### config.mk
export PLATFORM = sky130hd
export DESIGN_NAME = ssr_port
export DESIGN_NICKNAME = d
export VERILOG_FILES = /design/src/rtl/ssr_sync2.v /design/src/rtl/ssr_rx_fifo.v /design/src/rtl/ssr_port.v
export VERILOG_INCLUDE_DIRS = /design/src /design/src/rtl
export SDC_FILE = /design/constraint.sdc
export NUM_CORES = 1
export LEC_CHECK = 0
export BUFFER_PORTS_ARGS = -buffer_cell sky130_fd_sc_hd__buf_4
export CAP_MARGIN = 25
export CORE_MARGIN = 10
export CORE_UTILIZATION = 60
export CTS_CLUSTER_DIAMETER = 200
export CTS_CLUSTER_SIZE = 16
export DETAILED_ROUTE_END_ITERATION = 6
export GPL_TIMING_DRIVEN = 0
export PLACE_DENSITY = 0.82
export SYNTH_ARGS = -nofsm -noshare
export SYNTH_HDL_FRONTEND = slang
export SYNTH_SLANG_ARGS = --single-unit
### constraint.sdc
create_clock -name sys_clk -period 6.7 [get_ports sys_clk]
set_clock_uncertainty 0.05 [all_clocks]
set_input_delay 1.34 -clock sys_clk [delete_from_list [all_inputs] [get_ports sys_clk]]
set_output_delay 1.34 -clock sys_clk [all_outputs]
set_load 0.02 [all_outputs]
### src/rtl/ssr_consts.vh
`ifndef SSR_CONSTS_VH
`define SSR_CONSTS_VH
// ************************************************************
// Register offsets.
// ************************************************************
`define SSR_A_IRQ_EN   8'h00
`define SSR_A_IRQ_FLG  8'h04
`define SSR_A_RX_DATA  8'h08
`define SSR_A_RX_CTL   8'h0c
`define SSR_A_TX_CTL   8'h10
`define SSR_A_TX_BUF   8'h14
`define SSR_A_BAUD     8'h18
`define SSR_A_IRQ_CTL  8'h1c
// ************************************************************
// Field positions.
// ************************************************************
`define SSR_RC_SERIAL_PORT_ENABLE    7
`define SSR_RC_RX9     6
`define SSR_RC_SINGLE_RECEIVE_ENABLE    5
`define SSR_RC_CONTINUOUS_RECEIVE_ENABLE    4
`define SSR_RC_ADDRESS_DETECT_ENABLE   3
`define SSR_RC_OVERRUN_FLAG    1
`define SSR_RC_RECEIVED_NINTH_BIT    0
`define SSR_TC_CLOCK_SOURCE_SELECT    7
`define SSR_TC_TX9     6
`define SSR_TC_TRANSMIT_ENABLE    5
`define SSR_TC_SYNC    4
`define SSR_TC_BAUD_SPEED_SELECT    2
`define SSR_TC_TRMT    1
`define SSR_TC_TRANSMIT_NINTH_BIT    0
`define SSR_IF_RC      5
`define SSR_IF_TX      4
`define SSR_IC_GIE     7
`define SSR_IC_PERIPHERAL_IRQ_MASTER_ENABLE    6
// ************************************************************
// Reset values and counts.
// ************************************************************
`define SSR_RST_BYTE   8'h00
`define SSR_RST_CHAR   9'h000
`define SSR_RST_WORD   32'h00000000
`define SSR_RST_CNT    4'h0
`define SSR_BITS8      4'h8
`define SSR_BITS9      4'h9
`define SSR_ONE_CNT    4'h1
`define SSR_ONE_BYTE   8'h01
`endif

### src/rtl/ssr_sync2.v
`timescale 1ns/10ps
module ssr_sync2 (
  input  wire sys_clk,
  input  wire rstn,
  input  wire din,
  output wire dout
);
  reg meta;
  reg stable;

  always @(posedge sys_clk or negedge rstn) begin
    if (!rstn) begin
      meta   <= 1'b0;
      stable <= 1'b0;
    end else begin
      meta   <= din;
      stable <= meta;
    end
  end

  assign dout = stable;
endmodule

### src/rtl/ssr_rx_fifo.v
`timescale 1ns/10ps
`include "ssr_consts.vh"
module ssr_rx_fifo (
  input  wire       sys_clk,
  input  wire       rstn,
  input  wire       flush,
  input  wire       push,
  input  wire [8:0] push_data,
  input  wire       pop,
  output wire [8:0] head,
  output wire       full,
  output wire       empty
);
  reg [8:0] slot [0:1];
  reg       rd_idx;
  reg       wr_idx;
  reg [1:0] level;

  // ************************************************************
  // Two-entry store; a push on a full store is dropped.
  // ************************************************************
  always @(posedge sys_clk or negedge rstn) begin
    if (!rstn) begin
      slot[0] <= `SSR_RST_CHAR;
      slot[1] <= `SSR_RST_CHAR;
      rd_idx  <= 1'b0;
      wr_idx  <= 1'b0;
      level   <= 2'h0;
    end else if (flush) begin
      rd_idx <= 1'b0;
      wr_idx <= 1'b0;
      level  <= 2'h0;
    end else begin
      if (push && !full) begin
        slot[wr_idx] <= push_data;
        wr_idx       <= ~wr_idx;
      end
      if (pop && !empty) begin
        rd_idx <= ~rd_idx;
      end
      if ((push && !full) && !(pop && !empty)) begin
        level <= level + 2'h1;
      end else if (!(push && !full) && (pop && !empty)) begin
        level <= level - 2'h1;
      end
    end
  end

  assign head  = slot[rd_idx];
  assign full  = level[1];
  assign empty = (level == 2'h0);
endmodule

### src/rtl/ssr_port.v
`timescale 1ns/10ps
`include "ssr_consts.vh"
// Contract
// - master receive releases the data pin driver
// - either receive enable starts master reception; slave needs continuous
// - single receive clocks one character, self clears
// - continuous clocks until cleared; clear aborts character
// - both set in master: single clears, continuous continues
// - sample data on trailing clock edge
// - full character enters FIFO, ready flag set
// - data register shows oldest character low byte
// - slave releases clock pin, shifts on external clock
// - third character on full FIFO sets overrun
// - overrun blocks new characters, FIFO stays readable
// - overrun cleared by data read after single, by continuous clear after continuous
// - port enable clear resets the port logic
// - nine-bit mode shifts nine, ninth bit readable
// - control bits select sync, master, direction, enable
// - two buffer writes keep transmit flag clear
// - transmit flag with enables raises wake interrupt
// - buffer write loads empty shifter one cycle after the buffer fills
module ssr_port (
  input  wire        sys_clk,
  input  wire        rstn,
  input  wire [7:0]  paddr,
  input  wire        psel,
  input  wire        penable,
  input  wire        pwrite,
  input  wire [31:0] pwdata,
  output reg  [31:0] prdata,
  output wire        pready,
  output wire        pslverr,
  input  wire        bidir_data_pin_in,
  output reg         bidir_data_pin_out,
  output wire        bidir_data_pin_oe,
  input  wire        serial_clock_pin_in,
  output reg         serial_clock_pin_out,
  output wire        serial_clock_pin_oe,
  output wire        irq
);
  localparam ST_IDLE = 3'b001;
  localparam ST_HIGH = 3'b010;
  localparam ST_LOW  = 3'b100;

  reg [7:0] peripheral_irq_enable;
  reg       global_irq_enable;
  reg       peripheral_irq_master_enable;
  reg [7:0] baud_divider;
  reg       serial_port_enable;
  reg       nine_bit_receive_select;
  reg       single_receive_enable;
  reg       continuous_receive_enable;
  reg       address_detect_enable;
  reg       overrun_flag;
  reg       overrun_single;
  reg       clock_source_select;
  reg       nine_bit_transmit_select;
  reg       transmit_enable;
  reg       sync_select;
  reg       baud_speed_select;
  reg       transmit_ninth_bit;
  reg [8:0] transmit_buffer;
  reg       tx_buf_full;
  reg [8:0] transmit_shift_register;
  reg       tsr_full;
  reg [8:0] receive_shift_register;
  reg [3:0] bit_cnt;
  reg [2:0] state;
  reg [7:0] half_cnt;
  reg       clk_prev;
  reg [31:0] next_prdata;

  wire       data_s;
  wire       clk_s;
  wire [8:0] fifo_head;
  wire       fifo_full;
  wire       fifo_empty;

  // ************************************************************
  // Helper functions.
  // ************************************************************
  function [3:0] char_bits;
    input nine;
    begin
      char_bits = nine ? `SSR_BITS9 : `SSR_BITS8;
    end
  endfunction

  function hit;
    input [7:0] a;
    input [7:0] ref_a;
    begin
      hit = (a == ref_a);
    end
  endfunction

  // ************************************************************
  // Pin synchronisers.
  // ************************************************************
  ssr_sync2 u_sync_data (
    .sys_clk (sys_clk),
    .rstn    (rstn),
    .din     (bidir_data_pin_in),
    .dout    (data_s)
  );

  ssr_sync2 u_sync_clk (
    .sys_clk (sys_clk),
    .rstn    (rstn),
    .din     (serial_clock_pin_in),
    .dout    (clk_s)
  );

  // ************************************************************
  // Bus decode.
  // ************************************************************
  wire wr_acc = psel && penable && pwrite;
  wire rd_acc = psel && penable && !pwrite;
  wire mapped = hit(paddr, `SSR_A_IRQ_EN) || hit(paddr, `SSR_A_IRQ_FLG) ||
                hit(paddr, `SSR_A_RX_DATA) || hit(paddr, `SSR_A_RX_CTL) ||
                hit(paddr, `SSR_A_TX_CTL) || hit(paddr, `SSR_A_TX_BUF) ||
                hit(paddr, `SSR_A_BAUD) || hit(paddr, `SSR_A_IRQ_CTL);
  wire wr_rxc = wr_acc && hit(paddr, `SSR_A_RX_CTL);
  wire wr_txc = wr_acc && hit(paddr, `SSR_A_TX_CTL);
  wire wr_buf = wr_acc && hit(paddr, `SSR_A_TX_BUF);
  wire rd_dat = rd_acc && hit(paddr, `SSR_A_RX_DATA);

  assign pready  = 1'b1;
  assign pslverr = psel && penable && !mapped;

  // ************************************************************
  // Mode and bit-event decode.
  // ************************************************************
  wire sync_on   = serial_port_enable && sync_select;
  wire rx_mode   = single_receive_enable || continuous_receive_enable;
  wire master    = clock_source_select;
  wire rx_go     = sync_on && !overrun_flag &&
                   (master ? rx_mode : continuous_receive_enable);
  wire tx_go     = sync_on && !rx_mode && transmit_enable && tsr_full;
  wire active    = rx_mode ? rx_go : tx_go;
  wire [3:0] nbits = char_bits(rx_mode ? nine_bit_receive_select : nine_bit_transmit_select);
  wire m_tick    = (half_cnt == `SSR_RST_BYTE);
  wire m_lead    = master && ((state == ST_IDLE) || ((state == ST_LOW) && m_tick));
  wire m_trail   = master && (state == ST_HIGH) && m_tick;
  wire s_lead    = !master && clk_s && !clk_prev;
  wire s_trail   = !master && !clk_s && clk_prev;
  wire lead      = active && (m_lead || s_lead);
  wire trail     = active && (m_trail || s_trail);
  wire char_done = trail && (bit_cnt == (nbits - `SSR_ONE_CNT));
  wire [8:0] next_rsr = {data_s, receive_shift_register[8:1]};
  wire [8:0] rx_char  = nine_bit_receive_select ? next_rsr :
                        {1'b0, next_rsr[8:1]};
  wire rx_done   = char_done && rx_mode;
  wire rx_push   = rx_done && !fifo_full;
  wire overrun   = rx_done && fifo_full;
  wire tx_done   = char_done && !rx_mode;
  wire tx_load   = tx_buf_full && (!tsr_full || tx_done);
  wire receive_ready_flag      = !fifo_empty;
  wire transmit_ready_flag      = sync_on && transmit_enable && !tx_buf_full;

  assign bidir_data_pin_oe   = sync_on && !rx_mode && transmit_enable;
  assign serial_clock_pin_oe = sync_on && master;
  assign irq = peripheral_irq_master_enable &&
               ((transmit_ready_flag && peripheral_irq_enable[`SSR_IF_TX]) ||
                (receive_ready_flag && peripheral_irq_enable[`SSR_IF_RC]));

  ssr_rx_fifo u_fifo (
    .sys_clk   (sys_clk),
    .rstn      (rstn),
    .flush     (!serial_port_enable),
    .push      (rx_push),
    .push_data (rx_char),
    .pop       (rd_dat),
    .head      (fifo_head),
    .full      (fifo_full),
    .empty     (fifo_empty)
  );

  // ************************************************************
  // Control registers.
  // ************************************************************
  always @(posedge sys_clk or negedge rstn) begin
    if (!rstn) begin
      peripheral_irq_enable        <= `SSR_RST_BYTE;
      global_irq_enable            <= 1'b0;
      peripheral_irq_master_enable <= 1'b0;
      baud_divider                 <= `SSR_RST_BYTE;
      serial_port_enable           <= 1'b0;
      nine_bit_receive_select      <= 1'b0;
      single_receive_enable        <= 1'b0;
      continuous_receive_enable    <= 1'b0;
      address_detect_enable        <= 1'b0;
      clock_source_select          <= 1'b0;
      nine_bit_transmit_select     <= 1'b0;
      transmit_enable              <= 1'b0;
      sync_select                  <= 1'b0;
      baud_speed_select            <= 1'b0;
      transmit_ninth_bit           <= 1'b0;
    end else begin
      if (wr_acc && hit(paddr, `SSR_A_IRQ_EN)) begin
        peripheral_irq_enable <= pwdata[7:0];
      end
      if (wr_acc && hit(paddr, `SSR_A_IRQ_CTL)) begin
        global_irq_enable            <= pwdata[`SSR_IC_GIE];
        peripheral_irq_master_enable <= pwdata[`SSR_IC_PERIPHERAL_IRQ_MASTER_ENABLE];
      end
      if (wr_acc && hit(paddr, `SSR_A_BAUD)) begin
        baud_divider <= pwdata[7:0];
      end
      if (wr_rxc) begin
        serial_port_enable        <= pwdata[`SSR_RC_SERIAL_PORT_ENABLE];
        nine_bit_receive_select   <= pwdata[`SSR_RC_RX9];
        single_receive_enable     <= pwdata[`SSR_RC_SINGLE_RECEIVE_ENABLE];
        continuous_receive_enable <= pwdata[`SSR_RC_CONTINUOUS_RECEIVE_ENABLE];
        address_detect_enable     <= pwdata[`SSR_RC_ADDRESS_DETECT_ENABLE];
      end else if (rx_done && master) begin
        single_receive_enable <= 1'b0;
      end
      if (wr_txc) begin
        clock_source_select      <= pwdata[`SSR_TC_CLOCK_SOURCE_SELECT];
        nine_bit_transmit_select <= pwdata[`SSR_TC_TX9];
        transmit_enable          <= pwdata[`SSR_TC_TRANSMIT_ENABLE];
        sync_select              <= pwdata[`SSR_TC_SYNC];
        baud_speed_select        <= pwdata[`SSR_TC_BAUD_SPEED_SELECT];
        transmit_ninth_bit       <= pwdata[`SSR_TC_TRANSMIT_NINTH_BIT];
      end
    end
  end

  // ************************************************************
  // Overrun flag.
  // ************************************************************
  always @(posedge sys_clk or negedge rstn) begin
    if (!rstn) begin
      overrun_flag   <= 1'b0;
      overrun_single <= 1'b0;
    end else if (!serial_port_enable) begin
      overrun_flag   <= 1'b0;
      overrun_single <= 1'b0;
    end else if (overrun) begin
      overrun_flag   <= 1'b1;
      overrun_single <= !continuous_receive_enable;
    end else if (overrun_flag) begin
      if (overrun_single ? rd_dat : !continuous_receive_enable) begin
        overrun_flag <= 1'b0;
      end
    end
  end

  // ************************************************************
  // Master clock generator.
  // ************************************************************
  always @(posedge sys_clk or negedge rstn) begin
    if (!rstn) begin
      state                <= ST_IDLE;
      half_cnt             <= `SSR_RST_BYTE;
      serial_clock_pin_out <= 1'b0;
    end else if (!active || !master) begin
      state                <= ST_IDLE;
      half_cnt             <= `SSR_RST_BYTE;
      serial_clock_pin_out <= 1'b0;
    end else begin
      case (state)
        ST_IDLE: begin
          state                <= ST_HIGH;
          half_cnt             <= baud_divider;
          serial_clock_pin_out <= 1'b1;
        end
        ST_HIGH: begin
          if (m_tick) begin
            state                <= ST_LOW;
            half_cnt             <= baud_divider;
            serial_clock_pin_out <= 1'b0;
          end else begin
            half_cnt <= half_cnt - `SSR_ONE_BYTE;
          end
        end
        ST_LOW: begin
          if (m_tick) begin
            state                <= ST_HIGH;
            half_cnt             <= baud_divider;
            serial_clock_pin_out <= 1'b1;
          end else begin
            half_cnt <= half_cnt - `SSR_ONE_BYTE;
          end
        end
        default: begin
          state                <= ST_IDLE;
          half_cnt             <= `SSR_RST_BYTE;
          serial_clock_pin_out <= 1'b0;
        end
      endcase
    end
  end

  // ************************************************************
  // Shift registers and bit counter.
  // ************************************************************
  always @(posedge sys_clk or negedge rstn) begin
    if (!rstn) begin
      clk_prev               <= 1'b0;
      bit_cnt                <= `SSR_RST_CNT;
      receive_shift_register <= `SSR_RST_CHAR;
    end else begin
      clk_prev <= clk_s;
      if (!active) begin
        bit_cnt <= `SSR_RST_CNT;
      end else if (trail) begin
        bit_cnt <= char_done ? `SSR_RST_CNT : bit_cnt + `SSR_ONE_CNT;
      end
      if (trail && rx_mode) begin
        receive_shift_register <= next_rsr;
      end
    end
  end

  always @(posedge sys_clk or negedge rstn) begin
    if (!rstn) begin
      transmit_buffer         <= `SSR_RST_CHAR;
      tx_buf_full             <= 1'b0;
      transmit_shift_register <= `SSR_RST_CHAR;
      tsr_full                <= 1'b0;
      bidir_data_pin_out      <= 1'b0;
    end else if (!serial_port_enable) begin
      tx_buf_full        <= 1'b0;
      tsr_full           <= 1'b0;
      bidir_data_pin_out <= 1'b0;
    end else begin
      if (wr_buf) begin
        transmit_buffer <= {transmit_ninth_bit, pwdata[7:0]};
        tx_buf_full     <= 1'b1;
      end else if (tx_load) begin
        tx_buf_full <= 1'b0;
      end
      if (tx_load) begin
        transmit_shift_register <= transmit_buffer;
        tsr_full                <= 1'b1;
      end else if (tx_done) begin
        tsr_full <= 1'b0;
      end else if (lead && !rx_mode) begin
        bidir_data_pin_out      <= transmit_shift_register[0];
        transmit_shift_register <= {1'b0, transmit_shift_register[8:1]};
      end
    end
  end

  // ************************************************************
  // Read data, captured in the setup cycle.
  // ************************************************************
  always @* begin
    next_prdata = `SSR_RST_WORD;
    case (paddr)
      `SSR_A_IRQ_EN:  next_prdata[7:0] = peripheral_irq_enable;
      `SSR_A_IRQ_FLG: begin
        next_prdata[`SSR_IF_RC] = receive_ready_flag;
        next_prdata[`SSR_IF_TX] = transmit_ready_flag;
      end
      `SSR_A_RX_DATA: next_prdata[7:0] = fifo_head[7:0];
      `SSR_A_RX_CTL: begin
        next_prdata[`SSR_RC_SERIAL_PORT_ENABLE]  = serial_port_enable;
        next_prdata[`SSR_RC_RX9]   = nine_bit_receive_select;
        next_prdata[`SSR_RC_SINGLE_RECEIVE_ENABLE]  = single_receive_enable;
        next_prdata[`SSR_RC_CONTINUOUS_RECEIVE_ENABLE]  = continuous_receive_enable;
        next_prdata[`SSR_RC_ADDRESS_DETECT_ENABLE] = address_detect_enable;
        next_prdata[`SSR_RC_OVERRUN_FLAG]  = overrun_flag;
        next_prdata[`SSR_RC_RECEIVED_NINTH_BIT]  = fifo_head[8];
      end
      `SSR_A_TX_CTL: begin
        next_prdata[`SSR_TC_CLOCK_SOURCE_SELECT] = clock_source_select;
        next_prdata[`SSR_TC_TX9]  = nine_bit_transmit_select;
        next_prdata[`SSR_TC_TRANSMIT_ENABLE] = transmit_enable;
        next_prdata[`SSR_TC_SYNC] = sync_select;
        next_prdata[`SSR_TC_BAUD_SPEED_SELECT] = baud_speed_select;
        next_prdata[`SSR_TC_TRMT] = !tsr_full;
        next_prdata[`SSR_TC_TRANSMIT_NINTH_BIT] = transmit_ninth_bit;
      end
      `SSR_A_BAUD:    next_prdata[7:0] = baud_divider;
      `SSR_A_IRQ_CTL: begin
        next_prdata[`SSR_IC_GIE]  = global_irq_enable;
        next_prdata[`SSR_IC_PERIPHERAL_IRQ_MASTER_ENABLE] = peripheral_irq_master_enable;
      end
      default:        next_prdata = `SSR_RST_WORD;
    endcase
  end

  always @(posedge sys_clk or negedge rstn) begin
    if (!rstn) begin
      prdata <= `SSR_RST_WORD;
    end else if (psel && !penable && !pwrite) begin
      prdata <= next_prdata;
    end
  end
endmodule

## After elaboration in Yosys (flattened, before gate mapping)

Cells that the tools add are included.
Widths: inputs -> output; s select.

| word-level totals | value |
|---|---|
| register bits after elaboration | 112 |
| bits of input ports | 47 |
| output and inout port bits | 39 |
| logic and storage cells | 223 |

| operators by class | value |
|---|---|
| add/subtract/negate cells | 5 |
| magnitude comparators | 3 |
| equality and inequality tests | 24 |
| muxes and demuxes | 59 |
| bitwise operators | 4 |
| reductions and logical operators | 90 |

Operators by type and width:

| operator | number |
|---|---|
| $mux 9 | 8 |
| $logic_and 1x1->1 | 49 |
| $eq 8x5->1 const B | 4 |
| $mux 1 | 30 |
| $pmux 2 s6 | 2 |
| $bwmux 18 | 1 |
| $eq 8x4->1 const B | 2 |
| $logic_not 1->1 | 16 |
| $logic_not 8->1 | 2 |
| $mux 8 | 2 |
| $pmux 8 s2 | 1 |
| $logic_or 1x1->1 | 14 |
| $mux 4 | 3 |
| $ne 2x1->1 const B | 6 |
| $pmux 2 s5 | 1 |
| $demux 9 s1 | 1 |
| $mux 3 | 3 |
| $ne 3x1->1 const B | 3 |
| $pmux 3 s3 | 1 |
| $eq 8x3->1 const B | 1 |
| $pmux 1 s4 | 2 |
| $sub 8x1->8 const B | 1 |
| $mux 2 | 3 |
| $ne 3x2->1 const B | 2 |
| other kinds (19) | 27 |

## Logic depth before layout (Yosys ltp)

| depth | value |
|---|---|
| depth in word-level cells | 16 |
| mapped depth | 8 |
| mapped depth without buffers | 6 |

## Hierarchy

A second synthesis with hierarchy kept.

| second synthesis, totals | value |
|---|---|
| cell total of the unflattened synthesis | 469 |
| area, all modules | 5514.0 um^2 |

By module, submodules not included:

| module | instances | cells each | area an instance (um^2) | seq. area each (um^2) |
|---|---|---|---|---|
| ssr_port | 1 | 397 | 4416.7 | 2128.3 |
| ssr_rx_fifo | 1 | 68 | 997.2 | 550.5 |
| ssr_sync2 | 2 | 2 | 50.0 | 50.0 |

## Worst setup path before layout

Ideal clock, no wire load.

| timing path | value |
|---|---|
| path kind | input-to-output |
| start | input port paddr[5] |
| end | output port pslverr |
| arrival | 2.063 ns |
| required time | 5.310 ns |
| path slack | 3.247 ns |
| stages on the path | 2 |
| buffers on the path | 0 |
| path through | or3_1 o311a_1 |

| between the ends | value |
|---|---|
| cells in the longest elaborated chain, start to end | 10 |
| elaborated cells on any way between the ends | 17 |
| those cells by class | 7 x eq/ne; 10 x reduce/logical |

Ends and longest elaborated chain:

| element | RTL line | source |
|---|---|---|
| start, declared | ssr_port.v:25 | `input wire [7:0] paddr,` |
| $eq 8x3->1 or $logic_not 8->1 (tied branches) | ssr_port.v:93 | `hit = (a == ref_a);` |
| $logic_or 1x1->1 (6 in series) | ssr_port.v:119 | `` wire mapped = hit(paddr, `SSR_A_IRQ_EN) \|\| hit(paddr, `SSR_A_IRQ_FLG) \|\| `` |
| $logic_or 1x1->1 (*) | ssr_port.v:119 |  |
| $logic_not 1->1 (*) | ssr_port.v:129 | `assign pslverr = psel && penable && !mapped;` |
| $logic_and 1x1->1 (*) | ssr_port.v:129 |  |
| end, declared | ssr_port.v:32 | `output wire pslverr,` |

Every way passes the cells marked *; elsewhere a longest branch is shown, timed or not.

## Worst setup path after layout

Same ends and word-level chain as after synthesis.

==> flow_metrics.py <==
metrics = {
    "setup_path": {
        "cp_data_required_time_ns": 5.31,
        "worstSetupStartpointType": "input pin",
        "end_kind": "output port",
        "r2r_start": "single_receive_enable",
        "rr_worst_depth": 7,
        "r2r_end": "u_fifo.slot[14]",
        "cp.arrival_ns": 2.26,
        "worstPathMaxFanout": 4,
        "crit_type": "input pin to output port",
        "rrSetupSlack_ns": 4.21,
    },
    "timing": {
        "relSlewSlack": 0.330,
        "period_minus_slack_ns": 3.65,
        "maxSlewViolCount": 0,
        "setup_tns_ns": 0,
        "hold_violations": 0,
        "fmax_mhz": 274,
        "setup_violations": 0,
        "tightest_slew_ns": 1.00,
        "rsz0062_at_grt": "no",
        "period_share": 0.545,
    },
    "power": {
        "power_leakage_nw": 2.85,
        "power_per_cell_area_mw_per_mm2": 194,
        "vdd_drop_max_v": 0.000118,
        "finalPower_w": 0.00123,
    },
    "floorplanning": {
        "die_area_sq_mm": 0.0136,
        "num_io_pins": 86,
        "start_util": 0.610,
        "row_count": 35,
        "die_h_um": 116,
        "core_area_sq_mm": 0.00915,
        "fp.dieW_um": 116,
    },
    "run": {
        "max_cap_viol_count": 0,
    },
    "yosys": {
        "synthDistinctLibCells": 68,
        "yosysMostFrequentCell": "dfrtp_1",
        "synth_top_area_share": 0.493,
        "synthCells": 512,
        "synth_area_per_cell_sq_um": 10.9,
        "ys_seq_area_frac": 0.498,
        "synth_area_leader_cell": "dfrtp_1",
        "synth-main-ff-cell": "dfrtp_1",
        "synthTopCellsByArea": "dfrtp_1, mux2_2, mux2i_1",
        "postSynth.asyncResetShare": 1.00,
        "syn-cell-area_sq_mm": 0.00558,
        "synth_edf_count": 0,
        "synth_commonest_cells": "dfrtp_1, nand2_1, mux2_2",
        "synth_warnings": 0,
        "synth_seq_cells": 111,
    },
    "cells_and_area": {
        "finish.net_count": 633,
        "fillers": 703,
        "diodes": 0,
        "fin_cells": 699,
        "drive_gt1_frac": 0.264,
        "area.sequential_sq_mm": 0.00278,
        "multi_input_area_sq_mm": 0.00257,
        "syn2layout_area_growth_pct": 13.2,
    },
    "global_routing": {
        "grt_pass1_vias": 4409,
        "grt_pass1_wl_mm": 22.2,
        "grt_usage": 0.207,
        "antenna_found_initial": 0,
        "grt_max_degree": 66,
        "grt_remaining_overflow": 0,
    },
    "placement": {
        "io_buffers": 36,
        "hpwl_mm": 9.88,
        "dp.cells": 683,
        "gp_congestion": 0.906,
    },
    "cts": {
        "clockRootBuffer": "clkbuf_8",
        "cts.repair.resized": 0,
        "cts_tree": "built",
        "clk_latency_ns": 0.38,
        "htree_num_levels": 3,
        "cts_setup_buffers": 0,
        "clock_path_buffers": 2,
        "cts_buffers": 9,
        "cts_hold_buf": 0,
        "cts.sinks": 111,
        "clkSlewWorstSetupHoldPaths_ns": 0.11,
    },
    "routing": {
        "drc": 0,
        "drt-wirelength-per-cell_um": 19.1,
        "dr_total_vias": 4272,
        "routed_wl_mm": 13.3,
        "ant_nets": 0,
        "first_pass_iters": 7,
        "vias_per_cell": 6.11,
        "drt_iter0_drc": 334,
    },
    "min_path": {
        "hold-path-endpoint": "u_sync_data.dout",
        "whs_path_depth": 0,
        "min-delay-start": "u_sync_data.meta",
        "hold_path_class": "flip-flop to flip-flop",
    },
    "run_status": {
        "outcome": "finished clean",
    },
}
## per-stage QoR
stage / util / cell area (sq um) / worst slack (ns) / hold slack [ns]
finish: 0.690 / 6320 / 3.05 / 0.315
global route: 0.690 / 6320 / 3.02 / 0.341
CTS: 0.690 / 6320 / 3.05 / 0.323
detailed placement: 0.667 / 6100 / 3.05 / 0.296
global placement: 0.664 / 6080 / 3.05 / 0.283
floorplan: - / 5670 / 3.25 / 0.281
## cell families after synthesis
logic type / after synthesis / share of synthesized area
and+or+nand+nor: 159 / 0.150
DFF: 111 / 0.498
AOI/OAI and AO/OA: 110 / 0.152
muxes: 62 / 0.121
buffers and inverters: 56 / 0.0569
adders and majority gates: 3 / 0.00673
xor gates and xnor gates: 9 / 0.0141
other: 2 / 0.00135
## layout by cell type (no fill, tap or decap), types with 9 or more instances in the layout
cell type	Yosys	layout
a21oi_1	9	9
nand2_1	52	52
clkbuf_8	0	10
mux2i_1	20	20
conb_1	2	25
buf_2	11	11
o21ai_0	31	31
nor2_1	41	41
clkbuf_1	12	12
mux2_2	42	42
dfrtp_1	110	110
buf_4	25	61
## per-layer routing
| layer | global-route usage | part of all wire |
|---|---|---|
| met1 | 0.260 | 0.42 |
| met3 | 0.0442 | 0.068 |
| met2 | 0.344 | 0.49 |
| met5 | 0 | 0 |
| met4 | 0.0751 | 0.025 |
## worst max-delay path: stages
cell     delay [ns]
buf_4          0.12
or3_1          0.36
o311a_1        0.29
buf_4          0.16
## state kept, by name, indices dropped and copies added, names as in the netlist, 2 cells and up
name                     cells
u_fifo.slot                 18
transmit_buffer              9
transmit_shift_register      9
baud_divider                 8
half_cnt                     8
peripheral_irq_enable        8
prdata                       8
receive_shift_register       8
bit_cnt                      4
state                        3
u_fifo.level                 2
## area by class of cell
type,instances,area share
clock buffers,10,0.0218
multi-input cells,368,0.407
clock inverters,6,0.0121
flip-flops and latches,111,0.440
plain buffers,48,0.0455
inverters,8,0.00475
well taps,111,0.0220
repair buffers,37,0.0471
## how the worst max path moves through the flow
stage	start	endpoint	slack [ns]	depth (start not counted)
2_1_floorplan	paddr[5]	pslverr	3.25	2
3_3_place_gp	paddr[5]	pslverr	3.05	4
3_5_place_dp	paddr[5]	pslverr	3.05	4
4_1_cts	paddr[5]	pslverr	3.05	4
5_1_grt	paddr[5]	pslverr	3.02	4
6_report	paddr[5]	pslverr	3.05	4
## power breakdown
part	internal, W	total [W]	switching (W)	leakage, nW
Sequential	0.000681	0.000691	0.00000952	1.52
Clock	0.000189	0.000433	0.000244	0.109
Combinational	0.0000407	0.000104	0.0000633	1.23
Note: power is estimated with default switching activity, not from simulation.
